<file path="src/rtl/crf_pkg.sv">
// package: constants for the character recognition / flow control block
// assumes: one 125 MHz clock, synchronous active-high reset
package crf_pkg;
  localparam int unsigned CHAR_W = 8;
  localparam int unsigned FILL_W = 9;
  localparam logic [7:0] FLOW_ON_RST = 8'h11;
  localparam logic [7:0] FLOW_OFF_RST = 8'h13;
  localparam logic [7:0] BREAK_CHAR = 8'h00;
  localparam logic [8:0] RX_HIGH_LEVEL = 9'h0F0;
  localparam logic [8:0] RX_LOW_LEVEL = 9'h010;
  // flow mode field of mode_reg_three
  localparam logic [1:0] FLOW_HOST = 2'h0;
  localparam logic [1:0] FLOW_AUTO_TX = 2'h1;
  localparam logic [1:0] FLOW_AUTO_RX = 2'h2;
  localparam logic [1:0] FLOW_AUTO_BOTH = 2'h3;
  // field positions
  localparam int unsigned MR3_FLOW_LO = 2;
  localparam int unsigned MR3_DISCARD_BIT = 7;
  localparam int unsigned MR0_STRIP_LO = 6;
  localparam int unsigned CMD_CODE_LO = 3;
  // command codes in command bits 7:3
  localparam logic [4:0] CMD_FLOW_RESUME = 5'h16;
  localparam logic [4:0] CMD_SEND_ON = 5'h14;
  localparam logic [4:0] CMD_SEND_OFF = 5'h15;
  localparam logic [4:0] CMD_KILL_SEND = 5'h17;
  localparam logic [4:0] CMD_TX_DISABLE = 5'h09;
  localparam logic [4:0] CMD_TX_ENABLE = 5'h08;
  localparam logic [4:0] CMD_TX_RESET = 5'h03;
  // recognition status layout
  localparam int unsigned RS_MATCH0 = 0;
  localparam int unsigned RS_ON_SEEN = 1;
  localparam int unsigned RS_OFF_SEEN = 2;
  localparam int unsigned RS_TX_HELD = 3;
  localparam int unsigned RS_LAST_OFF = 4;
  localparam int unsigned ISR_RECOG_BIT = 4;
  typedef enum logic [1:0] {
    CRF_INS_NONE,
    CRF_INS_ON,
    CRF_INS_OFF
  } crf_ins_t;
endpackage

</file>
<file path="src/rtl/crf_char_if.sv">
// interface: one character with error flag between the block's modules
// assumes: same clock on both sides
interface crf_char_if;
  logic valid;
  logic ready;
  logic [7:0] data;
  logic err;
  modport src (output valid, output data, output err, input ready);
  modport dst (input valid, input data, input err, output ready);
endinterface

</file>
<file path="src/rtl/crf_skid_buf.sv">
// two-entry buffer on the receive queue write path
// assumes: same clock on both sides, stall from queue full
module crf_skid_buf (
  // clock, reset
  input wire logic mclk_in,
  input wire logic srst_in,
  input wire logic ce_in,
  // ports
  crf_char_if.dst up,
  crf_char_if.src dn
);
  logic [8:0] mem_r [2];
  logic [1:0] cnt_r;
  logic rd_r;
  logic wr_r;
  logic push;
  logic pop;

  assign up.ready = (cnt_r != 2'h2);
  assign dn.valid = (cnt_r != 2'h0);
  assign dn.data = mem_r[rd_r][7:0];
  assign dn.err = mem_r[rd_r][8];
  assign push = ce_in && up.valid && up.ready;
  assign pop = ce_in && dn.valid && dn.ready;

  always_ff @(posedge mclk_in) begin
    if (srst_in) begin
      cnt_r <= 2'h0;
      rd_r <= 1'b0;
      wr_r <= 1'b0;
    end else begin
      if (push) begin
        wr_r <= ~wr_r;
      end
      if (pop) begin
        rd_r <= ~rd_r;
      end
      if (push && !pop) begin
        cnt_r <= cnt_r + 2'h1;
      end else if (pop && !push) begin
        cnt_r <= cnt_r - 2'h1;
      end
    end
  end

  // data held in flops, not reset: valid count guards them
  always_ff @(posedge mclk_in) begin
    if (push) begin
      mem_r[wr_r] <= {up.err, up.data};
    end
  end
endmodule // crf_skid_buf

</file>
<file path="src/rtl/crf_cmp3.sv">
// three parallel character comparators
// assumes: all inputs from logic on the same clock
module crf_cmp3 (
  // character under test
  input wire logic [7:0] char_in,
  // compare values
  input wire logic [7:0] addr_char_in,
  input wire logic [7:0] on_char_in,
  input wire logic [7:0] off_char_in,
  // hits
  output logic [2:0] hit_out
);
  logic [7:0] ref_w [3];
  assign ref_w[0] = addr_char_in;
  assign ref_w[1] = on_char_in;
  assign ref_w[2] = off_char_in;
  genvar g;
  generate
    for (g = 0; g < 3; g++) begin : g_cmp
      // a break's 00 compares like any other data
      assign hit_out[g] = (char_in == ref_w[g]);
    end
  endgenerate
endmodule // crf_cmp3

</file>
<file path="src/rtl/crf_flow_ctrl.sv">
// character recognition and in-band flow control of one channel
// assumes: receiver hands over characters with error flag; queue fill
// levels and command writes come from same-clock logic.
// Function
// - three programmable recognition characters, for interrupt, wake or flow.
// - every received character not lost to overrun compared; match sets recognition and int status.
// - reading recognition status clears its recognition event bits.
// - reset loads flow-on and flow-off characters with standard values.
// - standard values are 11 and 13 hex; recognition uses the registers.
// - mode zero bits 7:6 pick stripping; actions happen either way.
// - recognized character with error is written to the queue anyway.
// - flow mode 00 host, 01 auto tx, 10 auto rx, 11 both.
// - mode three bit 7 discards flow characters, regardless of flow mode.
// - host mode uses commands; send-flow-off stops tx like received off.
// - host flow-off holds tx until reset or resume command 1 0110.
// - repeated send commands harmless; on and off may cancel each other.
// - auto tx: received off lets current character finish then stops.
// - auto tx stop ends by flow-on, reset or leaving auto tx mode; reset drops queue.
// - while awaiting flow-on in auto tx, transmitter commands are ignored.
// - while held, transmit queue writes, fill level and status stay live.
// - break's 00 character is compared like serial data.
// - flow character on full queue is overrun: ignored and not stored.
// - auto rx sends flow-off when receive fill reaches 240.
// - mode 11 sends off as queue fills and on when it drains.
// - auto rx sends flow-on when fill falls below 16.
// - current shift character finishes before inserted flow character.
module crf_flow_ctrl (
  // clock, reset, enable
  input wire logic mclk_in,
  input wire logic srst_in,
  input wire logic ce_in,
  input wire logic soft_rst_in,
  // receiver side
  input wire logic rx_valid_in,
  input wire logic [7:0] rx_char_in,
  input wire logic rx_err_in,
  output logic rx_ready_out,
  // receive queue write side
  output logic rq_valid_out,
  output logic [7:0] rq_data_out,
  output logic rq_err_out,
  input wire logic rq_ready_in,
  input wire logic [8:0] rq_fill_in,
  output logic rx_overrun_out,
  // configuration
  input wire logic [7:0] mode_reg_zero_in,
  input wire logic [7:0] mode_reg_three_in,
  input wire logic [7:0] addr_char_in,
  input wire logic on_char_we_in,
  input wire logic off_char_we_in,
  input wire logic [7:0] char_wdata_in,
  // command register write
  input wire logic command_register_we_in,
  input wire logic [7:0] command_register_in,
  // host status read
  input wire logic recog_status_rd_in,
  output logic [7:0] recognition_status_reg_out,
  output logic [7:0] interrupt_status_reg_out,
  output logic [7:0] on_char_out,
  output logic [7:0] off_char_out,
  // transmitter control
  input wire logic tx_shift_busy_in,
  output logic tx_enable_out,
  output logic tx_flush_out,
  output logic tx_cmd_ok_out,
  output logic ins_req_out,
  output logic [7:0] ins_char_out,
  input wire logic ins_take_in
);
  logic [7:0] on_char_r;
  logic [7:0] off_char_r;
  logic [2:0] rstat_r;
  logic isr_recog_r;
  logic host_hold_r;
  logic auto_hold_r;
  logic tx_en_r;
  logic last_off_r;
  crf_pkg::crf_ins_t pend_r;
  logic [1:0] mode_r;
  logic [2:0] hit;
  logic acc;
  logic ovr;
  logic on_hit;
  logic off_hit;
  logic any_hit;
  logic discard;
  logic cmd_v;
  logic [4:0] code;
  logic auto_tx;
  logic auto_rx;
  logic rst_all;
  logic clr_rd;

  crf_char_if rx_if ();
  crf_char_if rq_if ();

  assign rst_all = srst_in || soft_rst_in;
  assign mode_r = mode_reg_three_in[crf_pkg::MR3_FLOW_LO +: 2];
  // decode of the flow mode field
  function automatic logic mode_has(input logic [1:0] m, input logic [1:0] b);
    mode_has = (m == b) || (m == crf_pkg::FLOW_AUTO_BOTH);
  endfunction
  assign auto_tx = mode_has(mode_r, crf_pkg::FLOW_AUTO_TX);
  assign auto_rx = mode_has(mode_r, crf_pkg::FLOW_AUTO_RX);

  crf_cmp3 u_cmp (
    .char_in(rx_char_in),
    .addr_char_in(addr_char_in),
    .on_char_in(on_char_r),
    .off_char_in(off_char_r),
    .hit_out(hit)
  );

  // overrun: a full path means the character is lost unseen
  assign rx_ready_out = 1'b1;
  assign acc = ce_in && rx_valid_in && rx_if.ready;
  assign ovr = ce_in && rx_valid_in && !rx_if.ready;
  assign rx_overrun_out = ovr;
  assign any_hit = acc && (hit != 3'h0);
  assign on_hit = acc && hit[1];
  assign off_hit = acc && hit[2];
  // strip field nonzero strips the wake character; bit 7 strips flow chars
  assign discard = !rx_err_in &&
    ((hit[0] && (mode_reg_zero_in[crf_pkg::MR0_STRIP_LO +: 2] != 2'h0)) ||
     ((hit[1] || hit[2]) &&
      mode_reg_three_in[crf_pkg::MR3_DISCARD_BIT]));
  assign rx_if.valid = rx_valid_in && !discard;
  assign rx_if.data = rx_char_in;
  assign rx_if.err = rx_err_in;

  crf_skid_buf u_buf (
    .mclk_in(mclk_in),
    .srst_in(rst_all),
    .ce_in(ce_in),
    .up(rx_if),
    .dn(rq_if)
  );
  assign rq_if.ready = rq_ready_in;
  assign rq_valid_out = rq_if.valid;
  assign rq_data_out = rq_if.data;
  assign rq_err_out = rq_if.err;

  assign code = command_register_in[crf_pkg::CMD_CODE_LO +: 5];
  assign cmd_v = ce_in && command_register_we_in;
  assign clr_rd = ce_in && recog_status_rd_in;

  // flow character registers
  always_ff @(posedge mclk_in) begin
    if (rst_all) begin
      on_char_r <= crf_pkg::FLOW_ON_RST;
      off_char_r <= crf_pkg::FLOW_OFF_RST;
    end else if (ce_in) begin
      if (on_char_we_in) begin
        on_char_r <= char_wdata_in;
      end
      if (off_char_we_in) begin
        off_char_r <= char_wdata_in;
      end
    end
  end

  // recognition status: set wins over read clear
  always_ff @(posedge mclk_in) begin
    if (rst_all) begin
      rstat_r[2:0] <= 3'h0;
      isr_recog_r <= 1'b0;
    end else if (ce_in) begin
      if (any_hit) begin
        rstat_r[2:0] <= (clr_rd ? 3'h0 : rstat_r[2:0]) | hit;
        isr_recog_r <= 1'b1;
      end else if (clr_rd) begin
        rstat_r[2:0] <= 3'h0;
        isr_recog_r <= 1'b0;
      end
    end
  end

  // host command holds
  always_ff @(posedge mclk_in) begin
    if (rst_all) begin
      host_hold_r <= 1'b0;
    end else if (ce_in && cmd_v && !auto_tx && !auto_rx) begin
      if (code == crf_pkg::CMD_SEND_OFF) begin
        host_hold_r <= 1'b1;
      end else if (code == crf_pkg::CMD_FLOW_RESUME) begin
        host_hold_r <= 1'b0;
      end
    end
  end

  // auto transmit gating; waits for shift register via tx_enable
  always_ff @(posedge mclk_in) begin
    if (rst_all) begin
      auto_hold_r <= 1'b0;
    end else if (ce_in) begin
      if (!auto_tx) begin
        auto_hold_r <= 1'b0;
      end else if (off_hit) begin
        auto_hold_r <= 1'b1;
      end else if (on_hit) begin
        auto_hold_r <= 1'b0;
      end
    end
  end

  // host enable/disable commands, ignored while awaiting flow-on
  always_ff @(posedge mclk_in) begin
    if (rst_all) begin
      tx_en_r <= 1'b0;
    end else if (cmd_v && !auto_hold_r) begin
      if (code == crf_pkg::CMD_TX_ENABLE) begin
        tx_en_r <= 1'b1;
      end else if (code == crf_pkg::CMD_TX_DISABLE ||
                   code == crf_pkg::CMD_TX_RESET) begin
        tx_en_r <= 1'b0;
      end
    end
  end
  // queue writes stay open; only the shifter is gated
  assign tx_enable_out = tx_en_r && !host_hold_r && !auto_hold_r;
  assign tx_cmd_ok_out = !auto_hold_r;
  assign tx_flush_out = rst_all;

  // pending flow character to insert
  always_ff @(posedge mclk_in) begin
    if (rst_all) begin
      pend_r <= crf_pkg::CRF_INS_NONE;
      last_off_r <= 1'b0;
    end else if (ce_in) begin
      if (mode_r == crf_pkg::FLOW_HOST && cmd_v) begin
        if (code == crf_pkg::CMD_SEND_ON) begin
          pend_r <= crf_pkg::CRF_INS_ON;
        end else if (code == crf_pkg::CMD_SEND_OFF) begin
          pend_r <= crf_pkg::CRF_INS_OFF;
        end else if (code == crf_pkg::CMD_KILL_SEND) begin
          pend_r <= crf_pkg::CRF_INS_NONE;
        end
      end else if (mode_r == crf_pkg::FLOW_HOST) begin
        last_off_r <= 1'b0;
      end
      if (auto_rx && !ins_take_in) begin
        if (!last_off_r && rq_fill_in >= crf_pkg::RX_HIGH_LEVEL) begin
          pend_r <= crf_pkg::CRF_INS_OFF;
        end else if (last_off_r && rq_fill_in < crf_pkg::RX_LOW_LEVEL) begin
          pend_r <= crf_pkg::CRF_INS_ON;
        end else if (pend_r != crf_pkg::CRF_INS_NONE && last_off_r ==
                     (pend_r == crf_pkg::CRF_INS_OFF)) begin
          pend_r <= crf_pkg::CRF_INS_NONE;
        end
      end
      if (ins_take_in && pend_r != crf_pkg::CRF_INS_NONE) begin
        pend_r <= crf_pkg::CRF_INS_NONE;
        last_off_r <= (pend_r == crf_pkg::CRF_INS_OFF);
      end
    end
  end
  // inserted only once the shifter is free
  assign ins_req_out = (pend_r != crf_pkg::CRF_INS_NONE) &&
    !tx_shift_busy_in;
  assign ins_char_out = (pend_r == crf_pkg::CRF_INS_OFF) ? off_char_r :
    on_char_r;

  // sticky event bits below, live hold and last-sent bits above them
  assign recognition_status_reg_out = {3'h0, last_off_r,
    host_hold_r || auto_hold_r, rstat_r};
  assign interrupt_status_reg_out = {3'h0, isr_recog_r, 4'h0};
  assign on_char_out = on_char_r;
  assign off_char_out = off_char_r;

  chk_reset_chars: assert property (@(posedge mclk_in)
    srst_in |=> on_char_r == crf_pkg::FLOW_ON_RST &&
    off_char_r == crf_pkg::FLOW_OFF_RST)
    else $error("flow chars not restored by reset");
  chk_hit_sets: assert property (@(posedge mclk_in) disable iff (rst_all)
    any_hit |=> isr_recog_r && (rstat_r[2:0] & $past(hit)) == $past(hit))
    else $error("match did not set status");
  chk_read_clear: assert property (@(posedge mclk_in) disable iff (rst_all)
    clr_rd && !any_hit |=> rstat_r[2:0] == 3'h0)
    else $error("read did not clear status");
  chk_ovr_ignored: assert property (@(posedge mclk_in) disable iff (rst_all)
    ovr |-> !any_hit)
    else $error("overrun char recognized");
  chk_auto_stop: assert property (@(posedge mclk_in) disable iff (rst_all)
    auto_tx && off_hit && ce_in |=> !tx_enable_out)
    else $error("tx not stopped on flow-off");
  chk_host_hold: assert property (@(posedge mclk_in) disable iff (rst_all)
    host_hold_r && !(cmd_v && code == crf_pkg::CMD_FLOW_RESUME) |=>
    host_hold_r)
    else $error("host hold released early");
  chk_err_stored: assert property (@(posedge mclk_in) disable iff (rst_all)
    rx_valid_in && rx_err_in |-> rx_if.valid)
    else $error("errored char stripped");
  chk_high_off: assert property (@(posedge mclk_in) disable iff (rst_all)
    ce_in && auto_rx && !last_off_r && !ins_take_in &&
    rq_fill_in >= crf_pkg::RX_HIGH_LEVEL |=> pend_r == crf_pkg::CRF_INS_OFF)
    else $error("flow-off not queued at high level");
  chk_ins_wait: assert property (@(posedge mclk_in) disable iff (rst_all)
    tx_shift_busy_in |-> !ins_req_out)
    else $error("insert while shifter busy");
endmodule // crf_flow_ctrl

</file>
<file path="config.mk">
export PLATFORM = sky130hd
export DESIGN_NAME = crf_flow_ctrl
export DESIGN_NICKNAME = d
export VERILOG_FILES = /design/src/rtl/crf_pkg.sv /design/src/rtl/crf_char_if.sv /design/src/rtl/crf_skid_buf.sv /design/src/rtl/crf_cmp3.sv /design/src/rtl/crf_flow_ctrl.sv
export SDC_FILE = /design/constraint.sdc
export NUM_CORES = 1
export LEC_CHECK = 0
export CAP_MARGIN = 10
export CORE_MARGIN = 5
export CORE_UTILIZATION = 67
export DETAILED_ROUTE_END_ITERATION = 16
export DONT_BUFFER_PORTS = 1
export PLACE_DENSITY = 0.85
export REMOVE_ABC_BUFFERS = 1
export SLEW_MARGIN = 15
export SYNTH_ARGS = -nofsm -noshare
export SYNTH_HDL_FRONTEND = slang
export SYNTH_SLANG_ARGS = --single-unit
</file>
<file path="constraint.sdc">
create_clock -name mclk_in -period 4.8 [get_ports mclk_in]
set_clock_uncertainty 0.05 [all_clocks]
set_input_delay 0.24 -clock mclk_in [delete_from_list [all_inputs] [get_ports mclk_in]]
set_output_delay 0.24 -clock mclk_in [all_outputs]
set_load 0.02 [all_outputs]
</file>
Word level (Yosys, flattened, before mapping):

Memory sizes are Yosys's and may differ from the RTL's. A register that Yosys moved wholly into a read port is not among the register bits.
Index checks and enable logic that the tools add are counted.

* equal/unequal tests: 18
* add/sub/neg operators: 2
* shift-type cells: 0
* reductions and logical operators: 67
* muxes and demuxes: 30
* multipliers: 0
* bitwise operators: 3
* divide/modulo/power cells: 0
* $lt $le $gt $ge: 2

Operator list (number)
* logical AND 1 bit: 31
* equality test 8 bit: 3
* 2-to-1 mux 2 bit: 11
* equality test 5 bit, second input constant: 4
* 2-to-1 mux 1 bit: 16
* nonzero test 2 bit: 8
* zero test 1 bit: 12
* AND reduction 2 bit: 6
* equality test 5 x 4 -> 1 bit, second input constant: 2
* >= comparator 9 x 8 -> 1 bit, second input constant: 1
* < comparator 9 x 5 -> 1 bit, second input constant: 1
* 2-to-1 mux 8 bit: 1
* logical OR 1 bit: 7
* equality test 2 bit, second input constant: 3
* 2-to-1 mux 3 bit: 2
* equality test 5 x 2 -> 1 bit, second input constant: 1
* inequality test 3 bit, second input constant: 1
* OR 3 bit: 1
* AND reduction 3 bit: 1
* nonzero test 3 bit: 1
* adder 2 x 1 -> 2 bit, second input constant: 1
* equality test 2 x 1 -> 1 bit, second input constant: 1
* zero test 2 bit: 1
* inequality test 2 x 1 -> 1 bit, second input constant: 1
* other kinds (4): 5

* bits in read-only memories: 0
* RAM bits: 18
* register bits: 30
* latch bits: 0
* word-level logic and storage cells: 135
* output and inout port bits: 56
* input port bits: 70
* memories: 1

Memory list
* u_buf.mem_r: depth 2, bits a word 9, rd ports 1, clocked after Yosys merged registers in 1, write ports 1, line crf_skid_buf.sv:12 `logic [8:0] mem_r [2];`

Logic depth before layout (Yosys ltp):

* depth after elaboration: 13
* gate-level depth with buffers: 9
* mapped depth without buffers: 9

Modules after synthesis:

From an unflattened synthesis, not the netlist that was laid out.

* cells, all modules: 270
* area total of the unflattened synthesis: 2539.9 µm²

Modules (own cells, without submodules)
* crf_flow_ctrl: instances 1, cells an instance 184, area an instance 1400.1 µm², sequential area each 520.5 µm²
* crf_skid_buf: instances 1, cells an instance 53, area an instance 880.8 µm², sequential area each 640.6 µm²
* crf_cmp3: instances 1, cells an instance 33, area an instance 259.0 µm², sequential area each 0.0 µm²

Worst setup path before layout:

OpenSTA, ideal clock, no wires.

* path type: reg2reg
* from: register off_char_r[2], in the netlist off_char_out[2]
* to: register u_buf.cnt_r[1]
* data required time: 4.680 ns
* setup slack: 2.666 ns
* arrival: 2.014 ns
* buffers on the path: 0
* clock period less this slack: 2.134 ns
* cell stages (with the launch flop): 9
* setup time: 0.070 ns
* path through: dfxtp_1 -> xnor2_1 -> nand4_1 -> nor2_2 -> nor2_1 -> o311a_4 -> ha_1 -> or3_1 -> a21oi_1

* cells in the longest elaborated chain, start to end: 12
* elaborated cells between the ends (all ways): 14
* classes of those cells: 1 x eq/ne; 1 x mux; 12 x reduce/logical

RTL lines
* from (decl): line crf_flow_ctrl.sv:71 `logic [7:0] off_char_r;`
* from (signal assigned): line crf_flow_ctrl.sv:151 `off_char_r <= crf_pkg::FLOW_OFF_RST;`
* from (signal assigned): line crf_flow_ctrl.sv:157 `off_char_r <= char_wdata_in;`
* equality test 8 bit (*): line crf_cmp3.sv:21 `assign hit_out[g] = (char_in == ref_w[g]);`
* logical OR 1 bit (*): line crf_flow_ctrl.sv:125 `((hit[1] || hit[2]) &&`
* logical AND 1 bit (*): line crf_flow_ctrl.sv:125
* logical OR 1 bit (*): line crf_flow_ctrl.sv:124 `((hit[0] && (mode_reg_zero_in[crf_pkg::MR0_STRIP_LO +: 2] != 2'h0)) ||`
* logical AND 1 bit (*): line crf_flow_ctrl.sv:123 `assign discard = !rx_err_in &&`
* zero test 1 bit (*): line crf_flow_ctrl.sv:127 `assign rx_if.valid = rx_valid_in && !discard;`
* logical AND 1 bit (*): line crf_flow_ctrl.sv:127
* logical AND 1 bit (*) (2 in series): line crf_skid_buf.sv:23 `assign push = ce_in && up.valid && up.ready;`
* net u_buf.push: line crf_skid_buf.sv:16 `logic push;`
* zero test 1 bit: line crf_skid_buf.sv:40 `end else if (pop && !push) begin`
* logical AND 1 bit: line crf_skid_buf.sv:40
* nonzero test 2 bit (no line)
* to (signal assigned): line crf_skid_buf.sv:39 `cnt_r <= cnt_r + 2'h1;`
* to (signal assigned): line crf_skid_buf.sv:41 `cnt_r <= cnt_r - 2'h1;`
* to (decl): line crf_skid_buf.sv:13 `logic [1:0] cnt_r;`

Mark *: on every way through the listed nets, which the timed path passes. The rest lies on a longest branch.
A chain may end at the register's enable or synchronous reset.

Final worst setup path:

* from: register on_char_r[7], in the netlist on_char_out[7]
* to: register u_buf.cnt_r[1]

* cells in the longest elaborated chain, start to end: 12
* elaborated cells between the ends (all ways): 14
* classes of those cells: 1 x eq/ne; 1 x mux; 12 x reduce/logical

RTL lines
* from (decl): line crf_flow_ctrl.sv:70 `logic [7:0] on_char_r;`
* from (signal assigned): line crf_flow_ctrl.sv:150 `on_char_r <= crf_pkg::FLOW_ON_RST;`
* from (signal assigned): line crf_flow_ctrl.sv:154 `on_char_r <= char_wdata_in;`
* equality test 8 bit (*): line crf_cmp3.sv:21
* logical OR 1 bit (*): line crf_flow_ctrl.sv:125
* logical AND 1 bit (*): line crf_flow_ctrl.sv:125
* logical OR 1 bit (*): line crf_flow_ctrl.sv:124
* logical AND 1 bit (*): line crf_flow_ctrl.sv:123
* zero test 1 bit (*): line crf_flow_ctrl.sv:127
* logical AND 1 bit (*): line crf_flow_ctrl.sv:127
* logical AND 1 bit (*) (2 in series): line crf_skid_buf.sv:23
* net u_buf.push: line crf_skid_buf.sv:16
* zero test 1 bit: line crf_skid_buf.sv:40
* logical AND 1 bit: line crf_skid_buf.sv:40
* nonzero test 2 bit (no line)

Marked as above.

==> summary.md <==
| Metric | Value |
|---|---|
| CORE AREA | `roughly 3700 um2` |
| Lkg Pwr | `approximately 0.00093 uW` |
| Vias per Instance | `between 5 and 6` |
| # diodes | `0` |
| Most common cell after layout, fill and taps aside | `nand2_1` |
| GRT overflow | `0` |
| Post-Synth XOR/XNOR Area | `9.394%` |
| HP Class | `input pin to register` |
| DRC | `0` |
| Part of the power in combinational logic | `11.2%` |
| Final setup viols | `0` |
| Synth top area cells | `dfxtp_1 (25%), edfxtp_1 (21%), mux2_2 (7.6%)` |
| Post-route antenna net violation count | `0` |
| Total setup buffers inserted after CTS | `0` |
| Cts bufs inserted | `5` |
| Adder-cell area share of the yosys netlist | `0.4970%` |
| Pre-CTS WS | `between 2 and 2.5 ns` |
| First-pass GRT wire length | `between 9 and 10 mm` |
| Critical path depth | `8` |
| TNS Setup | `0 ns` |
| Startpoint types | `register` |
| Hold Crit Depth | `2` |
| Cell repeated most along the worst path | `nor2_1` |
| NetSw | `201.0 uW` |
| Num rows | `22` |
| Post-CTS sizing | `0` |
| Placed cell count | `306` |
| Final Hold Viols | `0` |
| Clock slew at reported path FFs | `0.09 ns` |
| Multiplexer share of the synthesized area | `8.400%` |
| WP buf/inv | `0` |
| Sw Share | `25.81%` |
| Worst path max stage delay | `0.54 ns` |
| Largest family of logic cells by synthesized area | `simple AND/OR/NAND/NOR gates` |
| Cell family with most CP delay | `simple AND/OR/NAND/NOR gates` |
| Rel. slew slack | `41.50%` |
| Detailed Route Iter0 Violations | `119` |
| Netlist Area Pre-Place | `2517 um2` |
| Largest net degree at the start of global routing | `25` |
| Int Pwr | `577.6 uW` |
| Die height | `71.30 um` |
| FF-to-FF path depth | `8` |
| Seq/Total Area, Yosys | `between 40% and 50%` |
| Nets | `~350` |
| Vias in the first global route | `1845` |
| Clk buf depth | `2` |
| Max Freq | `410.5 MHz` |
| Cell Area, Placed | `2487 um2` |
| Status | `finished, final reports clean` |
| Worst-path cell chain | `xnor2_1, nand4_1, nor2_1, nor2_1, o311a_4, ha_1, or3_1, a21oi_1` |
| Synth Area in Simple Gates | `19.58%` |
| Peak supply drop | `0.2066 mV` |
| CTS tree | `yes` |
| Final Non-Filler Cells | `325` |
| DRT Pass-1 Iters | `4` |
| Fin. max-slew vios | `0` |
| Util after Layout | `around 73%` |
| Synth Area in Compound Gates | `9.891%` |
| Clock latency on the worst-skew pair | `0.30 ns` |
| Commonest non-fill, non-tap cells in the layout | `nand2_1 (48), dfxtp_1 (31), a21oi_1 (21)` |
| Synth area leader | `dfxtp_1` |
| Worst Tran Pin Value | `roughly 0.88 ns` |
| Max Cap Violations | `0` |
| WL final | `just under 6 mm` |
| Detailed-placement wirelength estimate | `approximately 4.5 mm` |
| WL/cell | `about 18 um` |
| Cell count after synthesis | `269` |
| Synth async-reset ratio | `0%` |
| CTS Hold Bufs | `9` |
| PortBufs | `0` |
| Maximum fanout along the worst path | `4` |
| CTS Root Cell | `clkbuf_8` |
| Syn_area_per_cell | `a little over 9 um2` |
| Total track usage | `23.53%` |
| Clock power frac | `30.8%` |
| Initial antenna violation count | `0` |
| Critical Path RT | `4.97 ns` |
| Die area | `between 5000 and 6000 um2` |
| Kind of critical path | `register to register` |
| #FFs+latches synth | `a little under 50` |
| P per Cell Area | `290.1 nW/um2` |
| Number of synthesized flops with an enable pin | `18` |
| Crit path DAT | `2.61 ns` |
| Gpl congestion | `0.8416` |
| Routed via count | `slightly below 2k` |
| Fin area | `2684 um2` |
| H-tree levels | `2` |
| Synth Flop Type | `dfxtp_1` |
| Io pins | `approximately 130` |
| Element type at the critical path end | `register` |
| Synth unique cells | `39` |
| Sequential power share | `58.1%` |
| Clock Sinks | `49` |
| Period utilisation layout | `50.75%` |
| Width of the die | `71.30 um` |
| RSZ-0062 raised after global routing | `no` |
| Top-area cell type share of the netlist area | `24.65%` |
| Crit path time final | `~2.4 ns` |
| CP max-delay cell | `dfxtp_1` |
| Synth warnings | `0` |
| Layout Area Growth over Synthesis | `6.610%` |
| PnR worst setup slack | `around 2.4 ns` |
| Share of cells above drive strength 1 | `11.19%` |
| Initial Util | `68.76%` |
Yosys cell counts, types with 3 or more instances:
library cell  number
a22oi_1            3
mux2_2            17
nand2_1           48
nor2_1            18
dfxtp_1           31
buf_4             13
nand4_1            5
xor2_1            11
inv_1              6
clkbuf_1           7
edfxtp_1          18
a21oi_1           21
xnor2_1           16
o21ai_0           10
nand2b_1           3
nor4_1             3
nand3_1            8
and2_1             3
cells by family after synthesis:
group,count (synthesis)
AOI/OAI and AO/OA,41
adders and majority gates,1
and+or+nand+nor,104
muxes,19
xor gates and xnor gates,27
other,2
DFF,49
buffers and inverters,26
power by group through the flow:
stage / Sequential (uW) / Combinational, uW / Clock [uW]
finish: 452 / 87.0 / 240
global route: 453 / 95.3 / 261
CTS: 452 / 85.4 / 243
detailed placement: 462 / 77.4 / 0
global placement: 461 / 76.2 / 0
floorplan: 459 / 66.8 / 0
per-stage QoR:
| stage | hold slack [ns] | power (uW) |
|---|---|---|
| after floorplan | 0.2889 | 525.7 |
| after global placement | 0.2892 | 537.1 |
| after detailed placement | 0.2893 | 539.4 |
| after global routing | 0.006816 | 810.0 |
| final | 0.01383 | 778.6 |
| after CTS | 0.002659 | 780.1 |
worst paths after layout:
path / startpoint / to / slack, ns
setup / recovery: on_char_out[7] / u_buf.cnt_r[1] / 2.36
hold / removal: char_wdata_in[1] / off_char_out[1] / 0.01
setup reg to reg: on_char_out[7] / u_buf.cnt_r[1] / 2.36
hold reg to reg: u_buf.wr_r / u_buf.wr_r / 0.44
cell type report:
cell class / instances / area, um2
multi-input combinational: 203 / 1244
tap: 48 / 60.06
fill: 287 / 977.2
clock inverter: 2 / 13.76
sequential: 49 / 1161
clock buffer: 6 / 72.57
timing repair buffer: 11 / 110.1
inverter: 6 / 22.52
registers in the layout, indices dropped and copies added (netlist names), 2 cells and up, named ones only:
name	count
rstat_r	3
on_char_out	8
off_char_out	8
u_buf.mem_r	18
pend_r	2
u_buf.cnt_r	2
per-layer routing:
metal / up-vias / wire length [um] / track usage, %
met2: 85 / 2866 / 37.86
met3: 7 / 535 / 7.153
met4: 0 / 78 / 7.098
met1: 932 / 2428 / 30.58
li1: 918 / - / -
met5: - / 0 / 0
Power figures use the tool's default switching activity.
